File: src/verilog/cio_regs.svh
// Register offsets, field masks and reset values of the configurable I/O ports
`ifndef CIO_REGS_SVH
`define CIO_REGS_SVH
// ----------------------------------------------------------------------------
// Address layout: REG_ADDR[5:4] is the port, REG_ADDR[3:0] the register
// ----------------------------------------------------------------------------
`define CIO_PORT_A   2'h0
`define CIO_PORT_B   2'h1
`define CIO_PORT_C   2'h2
`define CIO_PORT_D   2'h3
`define CIO_REG_DIN  4'h0
`define CIO_REG_DOUT 4'h1
`define CIO_REG_CTRL 4'h2
`define CIO_REG_DIR  4'h3
`define CIO_REG_DRV  4'h4
`define CIO_REG_OMC  4'h5
`define CIO_REG_MASK 4'h6
`define CIO_REG_IMC  4'h7
`define CIO_REG_ENO  4'h8
// ----------------------------------------------------------------------------
// Field masks and reset value
// ----------------------------------------------------------------------------
`define CIO_CFG_RST  8'h00
`define CIO_OD_AB    8'hf0
`define CIO_SLEW_AB  8'h0f
`define CIO_OD_C     8'hff
`define CIO_SLEW_D   8'h06
`define CIO_USED_D   8'h06
`define CIO_JTAG_C   8'h9c
`define CIO_BIT_CLK  1
`define CIO_BIT_CS   2
`endif

File: src/verilog/cio_pkg.sv
// Types shared by the configurable I/O port files
package cio_pkg;
	// Registered drive of one eight-pin port
	typedef struct packed {
		logic [7:0] out;
		logic [7:0] oe;
		logic [7:0] fast;
	} cio_drv_t;
endpackage : cio_pkg

File: src/verilog/cio_sync.sv
// Two-stage synchroniser for pin inputs
`timescale 1ns/1ps
`default_nettype none
module cio_sync #(
	parameter int W = 8
) (
	// Clock and reset
	input  wire logic         clk,
	input  wire logic         rst_n,
	input  wire logic         ce,
	// Data
	input  wire logic [W-1:0] din,
	output logic      [W-1:0] dout
);
	logic [W-1:0] meta;
	// First stage is read only by the second
	always_ff @(posedge clk or negedge rst_n) begin
		if (!rst_n) begin
			meta <= '0;
			dout <= '0;
		end else if (ce) begin
			meta <= din;
			dout <= meta;
		end
	end
endmodule : cio_sync
`default_nettype wire

File: src/verilog/cio_driver.sv
// Registered pin driver with open-drain and slew selection
`timescale 1ns/1ps
`default_nettype none
module cio_driver (
	// Clock and reset
	input  wire logic      clk,
	input  wire logic      rst_n,
	input  wire logic      ce,
	// Requested drive
	input  wire logic [7:0] data,
	input  wire logic [7:0] en,
	input  wire logic [7:0] od,
	input  wire logic [7:0] fast,
	// Pin side
	output var cio_pkg::cio_drv_t drv
);
	import cio_pkg::*;
	// Open drain pulls low only; a high is left to the external pull-up
	always_ff @(posedge clk or negedge rst_n) begin
		if (!rst_n) begin
			drv <= '0;
		end else if (ce) begin
			drv.out  <= data & ~od;
			drv.oe   <= en & (~od | ~data);
			drv.fast <= fast;
		end
	end
endmodule : cio_driver
`default_nettype wire

File: src/verilog/cio_ports.sv
// Configurable I/O ports: registers, pin muxing, macrocell access
`timescale 1ns/1ps
`default_nettype none
`include "cio_regs.svh"
// Function
// - Enable status bit reads 1 when driving
// - Enable status only on ports A to C
// - Ports A,B: high nibble drain, low slew
// - Port C: all drive bits open drain
// - Port D: drive bits 2,1 select slew
// - Macrocell location reads outputs, writes load
// - Mask bits block macrocell loads
// - Input cell location reads input cells
// - Shared cell groups route between ports
// - Peripheral mode on port A only
// - Port C has no control register
// - JTAG pins on port C dedicated
// - Port D uses bits 2 and 1
// - Port D inputs feed logic directly
// - Lower D pin clocks cells, power-down
// - Upper D pin high disables module
// - Two selects, one term, chosen polarity
// - Select enable: term or direction bit
// - Output when direction or term set
// - Data out drives pins, reads back
// - Configuration resets to zero
module cio_ports (
	// Clock, reset, enable
	input  wire logic        CLK_SYS,
	input  wire logic        RST_N,
	input  wire logic        CE,
	// MCU register access
	input  wire logic        REG_CS,
	input  wire logic        REG_WR,
	input  wire logic        REG_RD,
	input  wire logic [5:0]  REG_ADDR,
	input  wire logic [7:0]  REG_WDATA,
	output logic      [7:0]  REG_RDATA,
	// Pins
	input  wire logic [7:0]  PA_IN,
	input  wire logic [7:0]  PB_IN,
	input  wire logic [7:0]  PC_IN,
	input  wire logic [7:0]  PD_IN,
	output var cio_pkg::cio_drv_t PA_DRV,
	output var cio_pkg::cio_drv_t PB_DRV,
	output var cio_pkg::cio_drv_t PC_DRV,
	output var cio_pkg::cio_drv_t PD_DRV,
	// Programmed configuration
	input  wire logic        ROUTE_AB_TO_B,
	input  wire logic        ROUTE_BC_TO_C,
	input  wire logic [7:0]  PA_LOGIC_SEL,
	input  wire logic [7:0]  PB_LOGIC_SEL,
	input  wire logic [7:0]  PC_LOGIC_SEL,
	input  wire logic        PERIPH_MODE,
	input  wire logic        JTAG_ISP_EN,
	input  wire logic        LOGIC_CLK_MODE,
	input  wire logic        CHIP_SEL_MODE,
	input  wire logic [1:0]  ECS_ENABLE,
	input  wire logic [1:0]  ECS_POLARITY,
	// Logic array side
	input  wire logic [7:0]  OE_TERM_A,
	input  wire logic [7:0]  OE_TERM_B,
	input  wire logic [7:0]  OE_TERM_C,
	input  wire logic [7:0]  OE_TERM_D,
	input  wire logic [7:0]  CELL_AB_D,
	input  wire logic [7:0]  CELL_BC_D,
	input  wire logic [7:0]  CELL_IN_A,
	input  wire logic [7:0]  CELL_IN_B,
	input  wire logic [7:0]  CELL_IN_C,
	input  wire logic [1:0]  ECS_TERM,
	input  wire logic [7:0]  LATCHED_ADDR,
	input  wire logic [7:0]  PERIPH_DATA,
	input  wire logic [7:0]  PERIPH_OE,
	// Results toward the logic array and memories
	output logic      [7:0]  CELL_AB_Q,
	output logic      [7:0]  CELL_BC_Q,
	output logic      [1:0]  D_TO_LOGIC,
	output logic             APD_CLK_TICK,
	output logic             MODULE_DISABLE
);
	import cio_pkg::*;

	// ------------------------------------------------------------------------
	// Storage
	// ------------------------------------------------------------------------
	logic [7:0] dout [4];
	logic [7:0] dir  [4];
	logic [7:0] drv  [4];
	logic [7:0] ctrl [2];
	logic [7:0] mask_ab;
	logic [7:0] mask_bc;
	logic [7:0] sa, sb, sc, sd;
	logic       clk_prev;
	logic [7:0] next_rdata;
	logic [7:0] oe_a, oe_b, oe_c, oe_d;
	logic [7:0] out_a, out_b, out_c, out_d;
	logic [7:0] cells_b, ecs_val_d, din_c;
	logic [1:0] port;
	logic [3:0] rsel;
	logic       acc, wr, rd, tick, b_gets_ab;

	// ------------------------------------------------------------------------
	// Pin input synchronisers
	// ------------------------------------------------------------------------
	cio_sync #(.W(8)) u_sa (.clk(CLK_SYS), .rst_n(RST_N), .ce(CE), .din(PA_IN), .dout(sa));
	cio_sync #(.W(8)) u_sb (.clk(CLK_SYS), .rst_n(RST_N), .ce(CE), .din(PB_IN), .dout(sb));
	cio_sync #(.W(8)) u_sc (.clk(CLK_SYS), .rst_n(RST_N), .ce(CE), .din(PC_IN), .dout(sc));
	cio_sync #(.W(8)) u_sd (.clk(CLK_SYS), .rst_n(RST_N), .ce(CE), .din(PD_IN), .dout(sd));

	// ------------------------------------------------------------------------
	// Access decode
	// ------------------------------------------------------------------------
	// A deselected module ignores every register access
	assign acc  = REG_CS & ~MODULE_DISABLE;
	assign wr   = acc & REG_WR;
	assign rd   = acc & REG_RD;
	assign port = REG_ADDR[5:4];
	assign rsel = REG_ADDR[3:0];
	assign b_gets_ab = ROUTE_AB_TO_B;
	// Edge of the logic clock taken from the settled sync stage only
	assign tick = LOGIC_CLK_MODE & sd[`CIO_BIT_CLK] & ~clk_prev;

	// Configuration registers; port D keeps only its two pin bits
	always_ff @(posedge CLK_SYS or negedge RST_N) begin
		if (!RST_N) begin
			for (int i = 0; i < 4; i++) begin
				dout[i] <= `CIO_CFG_RST;
				dir[i]  <= `CIO_CFG_RST;
				drv[i]  <= `CIO_CFG_RST;
			end
			ctrl[0] <= `CIO_CFG_RST;
			ctrl[1] <= `CIO_CFG_RST;
		end else if (CE && wr) begin
			case (rsel)
				`CIO_REG_DOUT: begin
					dout[port] <= (port == `CIO_PORT_D) ? (REG_WDATA & `CIO_USED_D) : REG_WDATA;
				end
				`CIO_REG_DIR: begin
					dir[port] <= (port == `CIO_PORT_D) ? (REG_WDATA & `CIO_USED_D) : REG_WDATA;
				end
				`CIO_REG_DRV: begin
					drv[port] <= (port == `CIO_PORT_D) ? (REG_WDATA & `CIO_SLEW_D) : REG_WDATA;
				end
				`CIO_REG_CTRL: begin
					// Address-out control exists on ports A and B only
					if (port == `CIO_PORT_A || port == `CIO_PORT_B) begin
						ctrl[port[0]] <= REG_WDATA;
					end
				end
				default: begin
				end
			endcase
		end
	end

	// Mask registers follow the cell group seen at each port's location
	always_ff @(posedge CLK_SYS or negedge RST_N) begin
		if (!RST_N) begin
			mask_ab <= `CIO_CFG_RST;
			mask_bc <= `CIO_CFG_RST;
		end else if (CE && wr && rsel == `CIO_REG_MASK) begin
			if (port == `CIO_PORT_A || (port == `CIO_PORT_B && b_gets_ab)) begin
				mask_ab <= REG_WDATA;
			end
			if (port == `CIO_PORT_C || (port == `CIO_PORT_B && !b_gets_ab)) begin
				mask_bc <= REG_WDATA;
			end
		end
	end

	// Output cell flip-flops: MCU load beats the logic clock on unmasked bits
	always_ff @(posedge CLK_SYS or negedge RST_N) begin
		if (!RST_N) begin
			CELL_AB_Q <= `CIO_CFG_RST;
			CELL_BC_Q <= `CIO_CFG_RST;
		end else if (CE) begin
			for (int i = 0; i < 8; i++) begin
				if (wr && rsel == `CIO_REG_OMC && !mask_ab[i] &&
				    (port == `CIO_PORT_A || (port == `CIO_PORT_B && b_gets_ab))) begin
					CELL_AB_Q[i] <= REG_WDATA[i];
				end else if (tick) begin
					CELL_AB_Q[i] <= CELL_AB_D[i];
				end
				if (wr && rsel == `CIO_REG_OMC && !mask_bc[i] &&
				    (port == `CIO_PORT_C || (port == `CIO_PORT_B && !b_gets_ab))) begin
					CELL_BC_Q[i] <= REG_WDATA[i];
				end else if (tick) begin
					CELL_BC_Q[i] <= CELL_BC_D[i];
				end
			end
		end
	end

	// Port D dedicated inputs: clock tick, chip select, direct logic feed
	always_ff @(posedge CLK_SYS or negedge RST_N) begin
		if (!RST_N) begin
			clk_prev       <= 1'b0;
			APD_CLK_TICK   <= 1'b0;
			MODULE_DISABLE <= 1'b0;
			D_TO_LOGIC     <= 2'h0;
		end else if (CE) begin
			clk_prev       <= sd[`CIO_BIT_CLK];
			APD_CLK_TICK   <= tick;
			MODULE_DISABLE <= CHIP_SEL_MODE & sd[`CIO_BIT_CS];
			D_TO_LOGIC     <= {sd[`CIO_BIT_CS], sd[`CIO_BIT_CLK]};
		end
	end

	// ------------------------------------------------------------------------
	// Pin direction and data selection
	// ------------------------------------------------------------------------
	always_comb begin
		cells_b = b_gets_ab ? CELL_AB_Q : (ROUTE_BC_TO_C ? 8'h00 : CELL_BC_Q);
		// Direction bit OR enable term; peripheral mode owns port A
		oe_a = PERIPH_MODE ? PERIPH_OE : (dir[0] | OE_TERM_A);
		oe_b = dir[1] | OE_TERM_B;
		// ISP pins are never driven by the port while programming owns them
		oe_c = (dir[2] | OE_TERM_C) & ~(JTAG_ISP_EN ? `CIO_JTAG_C : 8'h00);
		// Pins used as clock or select inputs never drive
		oe_d = (dir[3] | OE_TERM_D) & `CIO_USED_D;
		if (LOGIC_CLK_MODE) oe_d[`CIO_BIT_CLK] = 1'b0;
		if (CHIP_SEL_MODE)  oe_d[`CIO_BIT_CS]  = 1'b0;
		// Latched address per bit, then logic output, else data out
		out_a = PERIPH_MODE ? PERIPH_DATA :
		        ((ctrl[0] & LATCHED_ADDR) |
		        (~ctrl[0] & ~PA_LOGIC_SEL & dout[0]) |
		        (~ctrl[0] & PA_LOGIC_SEL & (b_gets_ab ? 8'h00 : CELL_AB_Q)));
		out_b = (ctrl[1] & LATCHED_ADDR) | (~ctrl[1] & ~PB_LOGIC_SEL & dout[1]) |
		        (~ctrl[1] & PB_LOGIC_SEL & cells_b);
		out_c = (~PC_LOGIC_SEL & dout[2]) |
		        (PC_LOGIC_SEL & (ROUTE_BC_TO_C ? CELL_BC_Q : 8'h00));
		// Each select is one term with its own polarity
		ecs_val_d = 8'h00;
		for (int i = 0; i < 2; i++) begin
			ecs_val_d[i+1] = ECS_POLARITY[i] ? ECS_TERM[i] : ~ECS_TERM[i];
		end
		out_d = dout[3];
		for (int i = 1; i < 3; i++) begin
			if (ECS_ENABLE[i-1]) out_d[i] = ecs_val_d[i];
		end
		din_c = sc & ~(JTAG_ISP_EN ? `CIO_JTAG_C : 8'h00);
	end

	// ------------------------------------------------------------------------
	// Drivers; open drain on A/B high nibble and all of C, slew elsewhere
	// ------------------------------------------------------------------------
	cio_driver u_da (.clk(CLK_SYS), .rst_n(RST_N), .ce(CE), .data(out_a), .en(oe_a),
		.od(drv[0] & `CIO_OD_AB), .fast(drv[0] & `CIO_SLEW_AB), .drv(PA_DRV));
	cio_driver u_db (.clk(CLK_SYS), .rst_n(RST_N), .ce(CE), .data(out_b), .en(oe_b),
		.od(drv[1] & `CIO_OD_AB), .fast(drv[1] & `CIO_SLEW_AB), .drv(PB_DRV));
	cio_driver u_dc (.clk(CLK_SYS), .rst_n(RST_N), .ce(CE), .data(out_c), .en(oe_c),
		.od(drv[2] & `CIO_OD_C), .fast(8'h00), .drv(PC_DRV));
	cio_driver u_dd (.clk(CLK_SYS), .rst_n(RST_N), .ce(CE), .data(out_d), .en(oe_d),
		.od(8'h00), .fast(drv[3] & `CIO_SLEW_D), .drv(PD_DRV));

	// ------------------------------------------------------------------------
	// Read mux; unmapped locations read zero
	// ------------------------------------------------------------------------
	always_comb begin
		next_rdata = 8'h00;
		case (rsel)
			`CIO_REG_DIN: begin
				case (port)
					`CIO_PORT_A: next_rdata = sa;
					`CIO_PORT_B: next_rdata = sb;
					`CIO_PORT_C: next_rdata = din_c;
					default:     next_rdata = sd & `CIO_USED_D;
				endcase
			end
			`CIO_REG_DOUT: next_rdata = dout[port];
			`CIO_REG_DIR:  next_rdata = dir[port];
			`CIO_REG_DRV:  next_rdata = drv[port];
			`CIO_REG_CTRL: next_rdata = port[1] ? 8'h00 : ctrl[port[0]];
			`CIO_REG_OMC: begin
				case (port)
					`CIO_PORT_A: next_rdata = CELL_AB_Q;
					`CIO_PORT_B: next_rdata = b_gets_ab ? CELL_AB_Q : CELL_BC_Q;
					`CIO_PORT_C: next_rdata = CELL_BC_Q;
					default:     next_rdata = 8'h00;
				endcase
			end
			`CIO_REG_MASK: begin
				case (port)
					`CIO_PORT_A: next_rdata = mask_ab;
					`CIO_PORT_B: next_rdata = b_gets_ab ? mask_ab : mask_bc;
					`CIO_PORT_C: next_rdata = mask_bc;
					default:     next_rdata = 8'h00;
				endcase
			end
			`CIO_REG_IMC: begin
				case (port)
					`CIO_PORT_A: next_rdata = CELL_IN_A;
					`CIO_PORT_B: next_rdata = CELL_IN_B;
					`CIO_PORT_C: next_rdata = CELL_IN_C;
					default:     next_rdata = 8'h00;
				endcase
			end
			`CIO_REG_ENO: begin
				// Effective enable before open-drain shaping
				case (port)
					`CIO_PORT_A: next_rdata = oe_a;
					`CIO_PORT_B: next_rdata = oe_b;
					`CIO_PORT_C: next_rdata = oe_c;
					default:     next_rdata = 8'h00;
				endcase
			end
			default: next_rdata = 8'h00;
		endcase
	end

	// Read data holds until the next read strobe
	always_ff @(posedge CLK_SYS or negedge RST_N) begin
		if (!RST_N) begin
			REG_RDATA <= 8'h00;
		end else if (CE && rd) begin
			REG_RDATA <= next_rdata;
		end
	end
endmodule : cio_ports
`default_nettype wire

File: config.mk
export PLATFORM = sky130hd
export DESIGN_NAME = cio_ports
export DESIGN_NICKNAME = d
export VERILOG_FILES = /design/src/verilog/cio_pkg.sv /design/src/verilog/cio_sync.sv /design/src/verilog/cio_driver.sv /design/src/verilog/cio_ports.sv
export VERILOG_INCLUDE_DIRS = /design/src /design/src/verilog
export SDC_FILE = /design/constraint.sdc
export NUM_CORES = 1
export LEC_CHECK = 0
export ABC_AREA = 1
export BUFFER_PORTS_ARGS = -buffer_cell sky130_fd_sc_hd__buf_2
export CAP_MARGIN = 10
export CORE_ASPECT_RATIO = 1.1
export CORE_MARGIN = 8
export CORE_UTILIZATION = 35
export CTS_BUF_LIST = sky130_fd_sc_hd__clkbuf_4
export DETAILED_ROUTE_END_ITERATION = 8
export GPL_TIMING_DRIVEN = 0
export PLACE_DENSITY = 0.66
export SLEW_MARGIN = 20
export SYNTH_ARGS = -nofsm -noshare
export SYNTH_HDL_FRONTEND = slang
export SYNTH_SLANG_ARGS = --single-unit
File: constraint.sdc
create_clock -name CLK_SYS -period 3.7 [get_ports CLK_SYS]
set_input_delay 0.74 -clock CLK_SYS [delete_from_list [all_inputs] [get_ports CLK_SYS]]
set_output_delay 0.74 -clock CLK_SYS [all_outputs]
set_load 0.01 [all_outputs]
Yosys cells after proc, flatten, opt, wreduce, memory -nomap -nowiden
Index checks and enable logic that the tools add are counted.
- input port bits: 184
- bits in registers: 279
- memory bits (writable): 0
- memories: 0
- memory bits (read-only): 0
- latch bits: 0
- div/mod/pow operators: 0
- equality and inequality tests: 11
- reduce and logical (&&, ||, !) cells: 100
- $lt $le $gt $ge: 4
- mux-type cells: 75
- bitwise operators: 56
- multiply operators: 0
- add/subtract/negate cells: 0
- shift operators: 0
- operators with widths (operator ; number):
    8-bit two-way mux ; 22
    8-bit bitwise AND ; 20
    8-bit one-hot mux with 3 select lines ; 5
    32-bit bitwise mux ; 3
    8-bit inverter ; 12
    8-bit bitwise OR ; 11
    8-bit one-hot mux with 9 select lines ; 1
    8-bit binary-select mux with 2-bit select ; 3
    2-bit AND reduction ; 21
    1-bit logical AND ; 40
    1-bit two-way mux ; 38
    2-bit nonzero test ; 16
    1-bit logical NOT ; 17
    16-bit bitwise mux ; 1
    8-bit demux with 2-bit select ; 1
    4-bit by 3-bit equality test with 1-bit output, second input constant ; 4
    8-bit demux with 1-bit select ; 1
    4-bit by 2-bit equality test with 1-bit output, second input constant ; 2
    1-bit bitwise AND ; 6
    2-bit equality test, second input constant ; 2
    4-bit by 1-bit equality test with 1-bit output, second input constant ; 1
    4-bit equality test, second input constant ; 1
    4-bit logical NOT ; 1
    1-bit inverter ; 4
    11 further kinds ; 13

Logic depth before layout (Yosys ltp)
- depth after elaboration: 9
- depth in mapped cells: 13
- mapped depth without buffers: 11

Hierarchy
A second synthesis with hierarchy kept.
- cell total of the unflattened synthesis: 2239
- area total of the unflattened synthesis: 16743.6 µm²
- modules (own cells, without submodules) (module ; times used ; cells each ; area each (µm²)):
    cio_ports ; 1 ; 1463 ; 9836.9
    cio_driver ; 4 ; 126 ; 1049.8
    cio_sync ; 4 ; 68 ; 676.9

Worst setup path after synthesis
No wires, ideal clock.
- kind: input port to flip-flop
- start: in REG_ADDR[2]
- end: reg dir[29] (netlist name)
- path buffers: 1
- path slack: 1751 ps
- stages: 9
- data arrival time: 1819 ps
- required time: 3570 ps
- cell sequence: nor2_1 -> inv_1 -> nor3_4 -> nand2_1 -> inv_1 -> nand2_1 -> buf_6 -> nand2_1 -> o21ai_0
- longest elaborated chain between the ends: 2
- RTL lines (element ; line ; source):
    start: declaration ; cio_ports.sv:36 ; input wire logic [5:0] REG_ADDR,
    4-bit by 2-bit equality test with 1-bit output ; cio_ports.sv:134 ; case (rsel)
    2-bit AND reduction (no source line) ; - ;
    end signal: indexed assignment ; cio_ports.sv:128 ; dir[i] <= `CIO_CFG_RST;
    end signal: indexed assignment ; cio_ports.sv:139 ; dir[port] <= (port == `CIO_PORT_D) ? (REG_WDATA & `CIO_USED_D) : REG_WDATA;
    end: declaration ; cio_ports.sv:87 ; logic [7:0] dir [4];
No other way between the ends.
A chain may end at the register's enable or synchronous reset.

Worst setup path in the final report
- start: reg CELL_BC_Q[5]
- end: out CELL_BC_Q[5]
- RTL lines (element ; line ; source):
    start: declaration ; cio_ports.sv:76 ; output logic [7:0] CELL_BC_Q,
    start signal: assignment ; cio_ports.sv:175 ; CELL_BC_Q <= `CIO_CFG_RST;
    start signal: indexed assignment ; cio_ports.sv:186 ; CELL_BC_Q[i] <= REG_WDATA[i];
    start signal: indexed assignment ; cio_ports.sv:188 ; CELL_BC_Q[i] <= CELL_BC_D[i];
No word-level cell between the ends.

==> reports/metrics.csv <==
stage,metric,value,unit
grt,Total GRT Usage,25.5,%
power,pwr dens,443,nW/um^2
timing,Worst Skew,53.8,ps
power,sw power,2.55,mW
power,Pwr Total,7.62,mW
grt,first-pass GRT wire length,90900,um
critical_path,delay of the slowest critical-path stage,590,ps
critical_path,worst path bufs/invs,1,
timing,fin crit share,61.6,%
critical_path,crit path kind,flip-flop to output pin,
timing,PnR worst setup slack,1420,ps
power,worst vdd ir,0.206,mV
routing,total number of vias,14700,
worst_hold_path,Worst Hold Depth,3,
critical_path,crit path max fanout,5,
power,Leak,9.27,nW
critical_path,CP max stage cell,dfrtp_1,
power,share of power burned in registers,47.4,%
grt,GR Overflow Total,0,
logic_synthesis,Synth Area in Compound Gates,11.0,%
logic_synthesis,Synth top cells by count,"nand2_1 (920), dfrtp_1 (276), o21ai_0 (210)",
floorplan,Die ar.,47100,um^2
logic_synthesis,synthesis-stage register bit count,276,
routing,WL/cell,21.1,um
cts,CTS tree,yes,
place,HPWL after DPL,47500,um
grt,vias in the first global route,14800,
cts,CTS Buf Count,76,
logic_synthesis,number of enable flip-flop cells after synthesis,0,
logic_synthesis,simple-gate area share of the yosys netlist,32.6,%
cells_and_area,final core occ,43.0,%
critical_path,FF-to-FF setup slack,1500,ps
logic_synthesis,mux cell area share after synthesis,0,%
routing,DRC Markers,0,
cts,clock root buffer,clkbuf_4,
timing,worst-margin pin slew,984,ps
logic_synthesis,main combinational cell family by area after synthesis,simple AND/OR/NAND/NOR gates,
cts,CTS clock-pin slew for the worst setup and hold paths,60,ps
routing,Post-DRT Antenna Nets,0,
timing,setup violators final,0,
critical_path,Crit path required time,2960,ps
logic_synthesis,Avg Inst Size Synth,7.17,um^2
logic_synthesis,leading post-synthesis cells by cell area,"dfrtp_1 (49%), nand2_1 (24%), o21ai_0 (7.4%)",
status,status,"complete, no violations",
critical_path,Reg2Reg Depth,7,
place,buffers added on ports,263,
timing,final hold vios,0,
worst_hold_path,Hold EP,u_sa.meta[5]$_DFFE_PN0P_,
job,total of max-cap violations,0,
logic_synthesis,Yosys Warn Count,0,
logic_synthesis,top-count cell post-synth,nand2_1,
place,pre-CTS setup slack,867,ps
cts,"Clk Latency, worst-skew pair",730,ps
critical_path,RR Startpoint,MODULE_DISABLE$_DFFE_PN0P_,
timing,RSZ-0062 raised after global routing,false,
logic_synthesis,share of synthesized registers carrying an async set or reset,100,%
floorplan,DIE WIDTH,208,um
place,gpl congestion,0.976,
critical_path,Critical R2R Capture,ctrl[14]$_DFFE_PN0P_,
power,clock power share,34.8,%
power,Switching Fraction,33.5,%
logic_synthesis,xor and xnor area share after synthesis,0.124,%
floorplan,Die Height,227,um
grt,initial antenna violation count,8,
critical_path,critical path data arrival time,1540,ps
grt,largest net degree at the start of global routing,95,
logic_synthesis,largest area contributor in the netlist,dfrtp_1,
logic_synthesis,Mapped Cells,1971,
floorplan,Core Region,40000,um^2
timing,setup TNS,0,ps
logic_synthesis,Synth Area in Adders,0,%
worst_hold_path,HP Class,input port to flip-flop,
routing,DR vias/cell,5.06,
timing,Max Clk Rate,439,MHz
cells_and_area,Layout area overhead,21.6,%
timing,minimum clock period,2280,ps
logic_synthesis,sequential element share of the synthesized area,48.9,%
timing,worst hold slack,207,ps
logic_synthesis,area share of the largest cell type after synthesis,48.9,%
routing,DR pass1 iterations,6,
power,Combinational Power Share,17.8,%
floorplan,I/O pins,308,
logic_synthesis,Netlist Area Pre-Place,14100,um^2
cells_and_area,ratio of cells with drive above 1 in the final layout,18.7,%
timing,Max Slew Vio Count,0,
critical_path,Crit. End Element,output pin,
power,internal power,5.07,mW
cts,post-cts repair resize count,0,
routing,Starting DRT DRC Count,1406,
cts,clk sink count,276,
cts,clk buf depth,3,
worst_hold_path,Hold Startpoint,PA_IN[5],
logic_synthesis,distinct cell type count after synthesis,34,
floorplan,Initial Utilization,35.4,%
critical_path,"delay-heaviest family, CP",flip-flops,
timing,Max-slew headroom,34.4,%
critical_path,CP Launch Type,flip-flop,
cells_and_area,Layout Nets,2527,
routing,WL final,61300,um
cts,Clock H-tree levels,3,
floorplan,Row Count,77,
critical_path,CP Cell Sequence,buf_2,
logic_synthesis,ys flop type,dfrtp_1,
[state kept, by name, summed over array words and instances (netlist names), 12 cells and up]
name,count
dir,32
u_db.drv,20
u_da.drv,20
dout,32
drv,32
ctrl,16
u_dc.drv,16
u_dd.drv,12
[kinds of logic after synthesis]
kind of cell	Yosys count
and+or+nand+nor	1165
AOI/OAI and AO/OA	291
DFF	276
buffers and inverters	236
xor gates and xnor gates	2
other	1
[power groups by stage]
stage	combinational, mW	clock (mW)	sequential (mW)
after detailed placement	1.35	0	3.65
after global routing	1.50	2.87	3.63
after CTS	1.35	2.72	3.60
after floorplan	0.630	0	3.58
after global placement	1.32	0	3.64
final	1.35	2.66	3.61
[through the flow]
step	instances	instance area, um^2
2_1_floorplan	1998	14200
6_report	2908	17200
3_5_place_dp	2777	16300
5_1_grt	2906	17200
3_3_place_gp	2774	16200
4_1_cts	2903	17200
[metal layers]
layer,routed length [um],vias to the layer above,global-route usage [%],share of wire [%]
met5,66,-,0,0.11
met4,2450,10,10.9,4.0
met3,4520,142,5.16,7.4
met2,28900,670,42.4,47
met1,25400,6930,32.1,41
li1,-,6972,-,-
[repair_timing]
action / 4_1_cts / 5_1_grt
hold endpoints to repair: 1 / 0
setup buffers: 0 / 0
hold buffers: 1 / 0
setup endpoints to repair: 0 / 0
[worst max path at each step]
stage                                   startpoint  slack, ps                   endpoint  cells past startpoint
after detailed placement                        CE        870  D_TO_LOGIC[0]$_DFFE_PN0P_                      5
after global placement                       RST_N      -3370   u_dd.drv[19]$_DFFE_PN0P_                      1
after CTS                 CELL_BC_Q[5]$_DFFE_PN0P_       1400               CELL_BC_Q[5]                      1
after floorplan                        REG_ADDR[2]       1750        dir[29]$_DFFE_PN0P_                      9
after global routing      CELL_BC_Q[5]$_DFFE_PN0P_       1360               CELL_BC_Q[5]                      1
final                     CELL_BC_Q[5]$_DFFE_PN0P_       1420               CELL_BC_Q[5]                      1
[cell usage in the layout, fill, tap and decap left out, drive strengths merged, types with 12 or more instances in the layout]
master,synthesis,routed
a21oi,40,40
a31oi,12,12
buf,62,328
clkbuf,50,150
clkinv,0,18
conb,1,28
dfrtp,276,276
inv,124,127
nand2,920,920
nand3,95,95
nor2,131,131
o21ai,213,213
[final cells by class]
cell class	count	area (um^2)
Fill cell	4250	22800
Sequential cell	276	6910
Multi-Input combinational cell	1486	6280
Timing Repair Buffer	267	1420
Clock buffer	100	751
Tap cell	513	642
Buffer	112	583
Inverter	124	465
Clock inverter	25	133
Antenna cell	5	12.5
No activity file was read; power rests on OpenSTA's default activity.
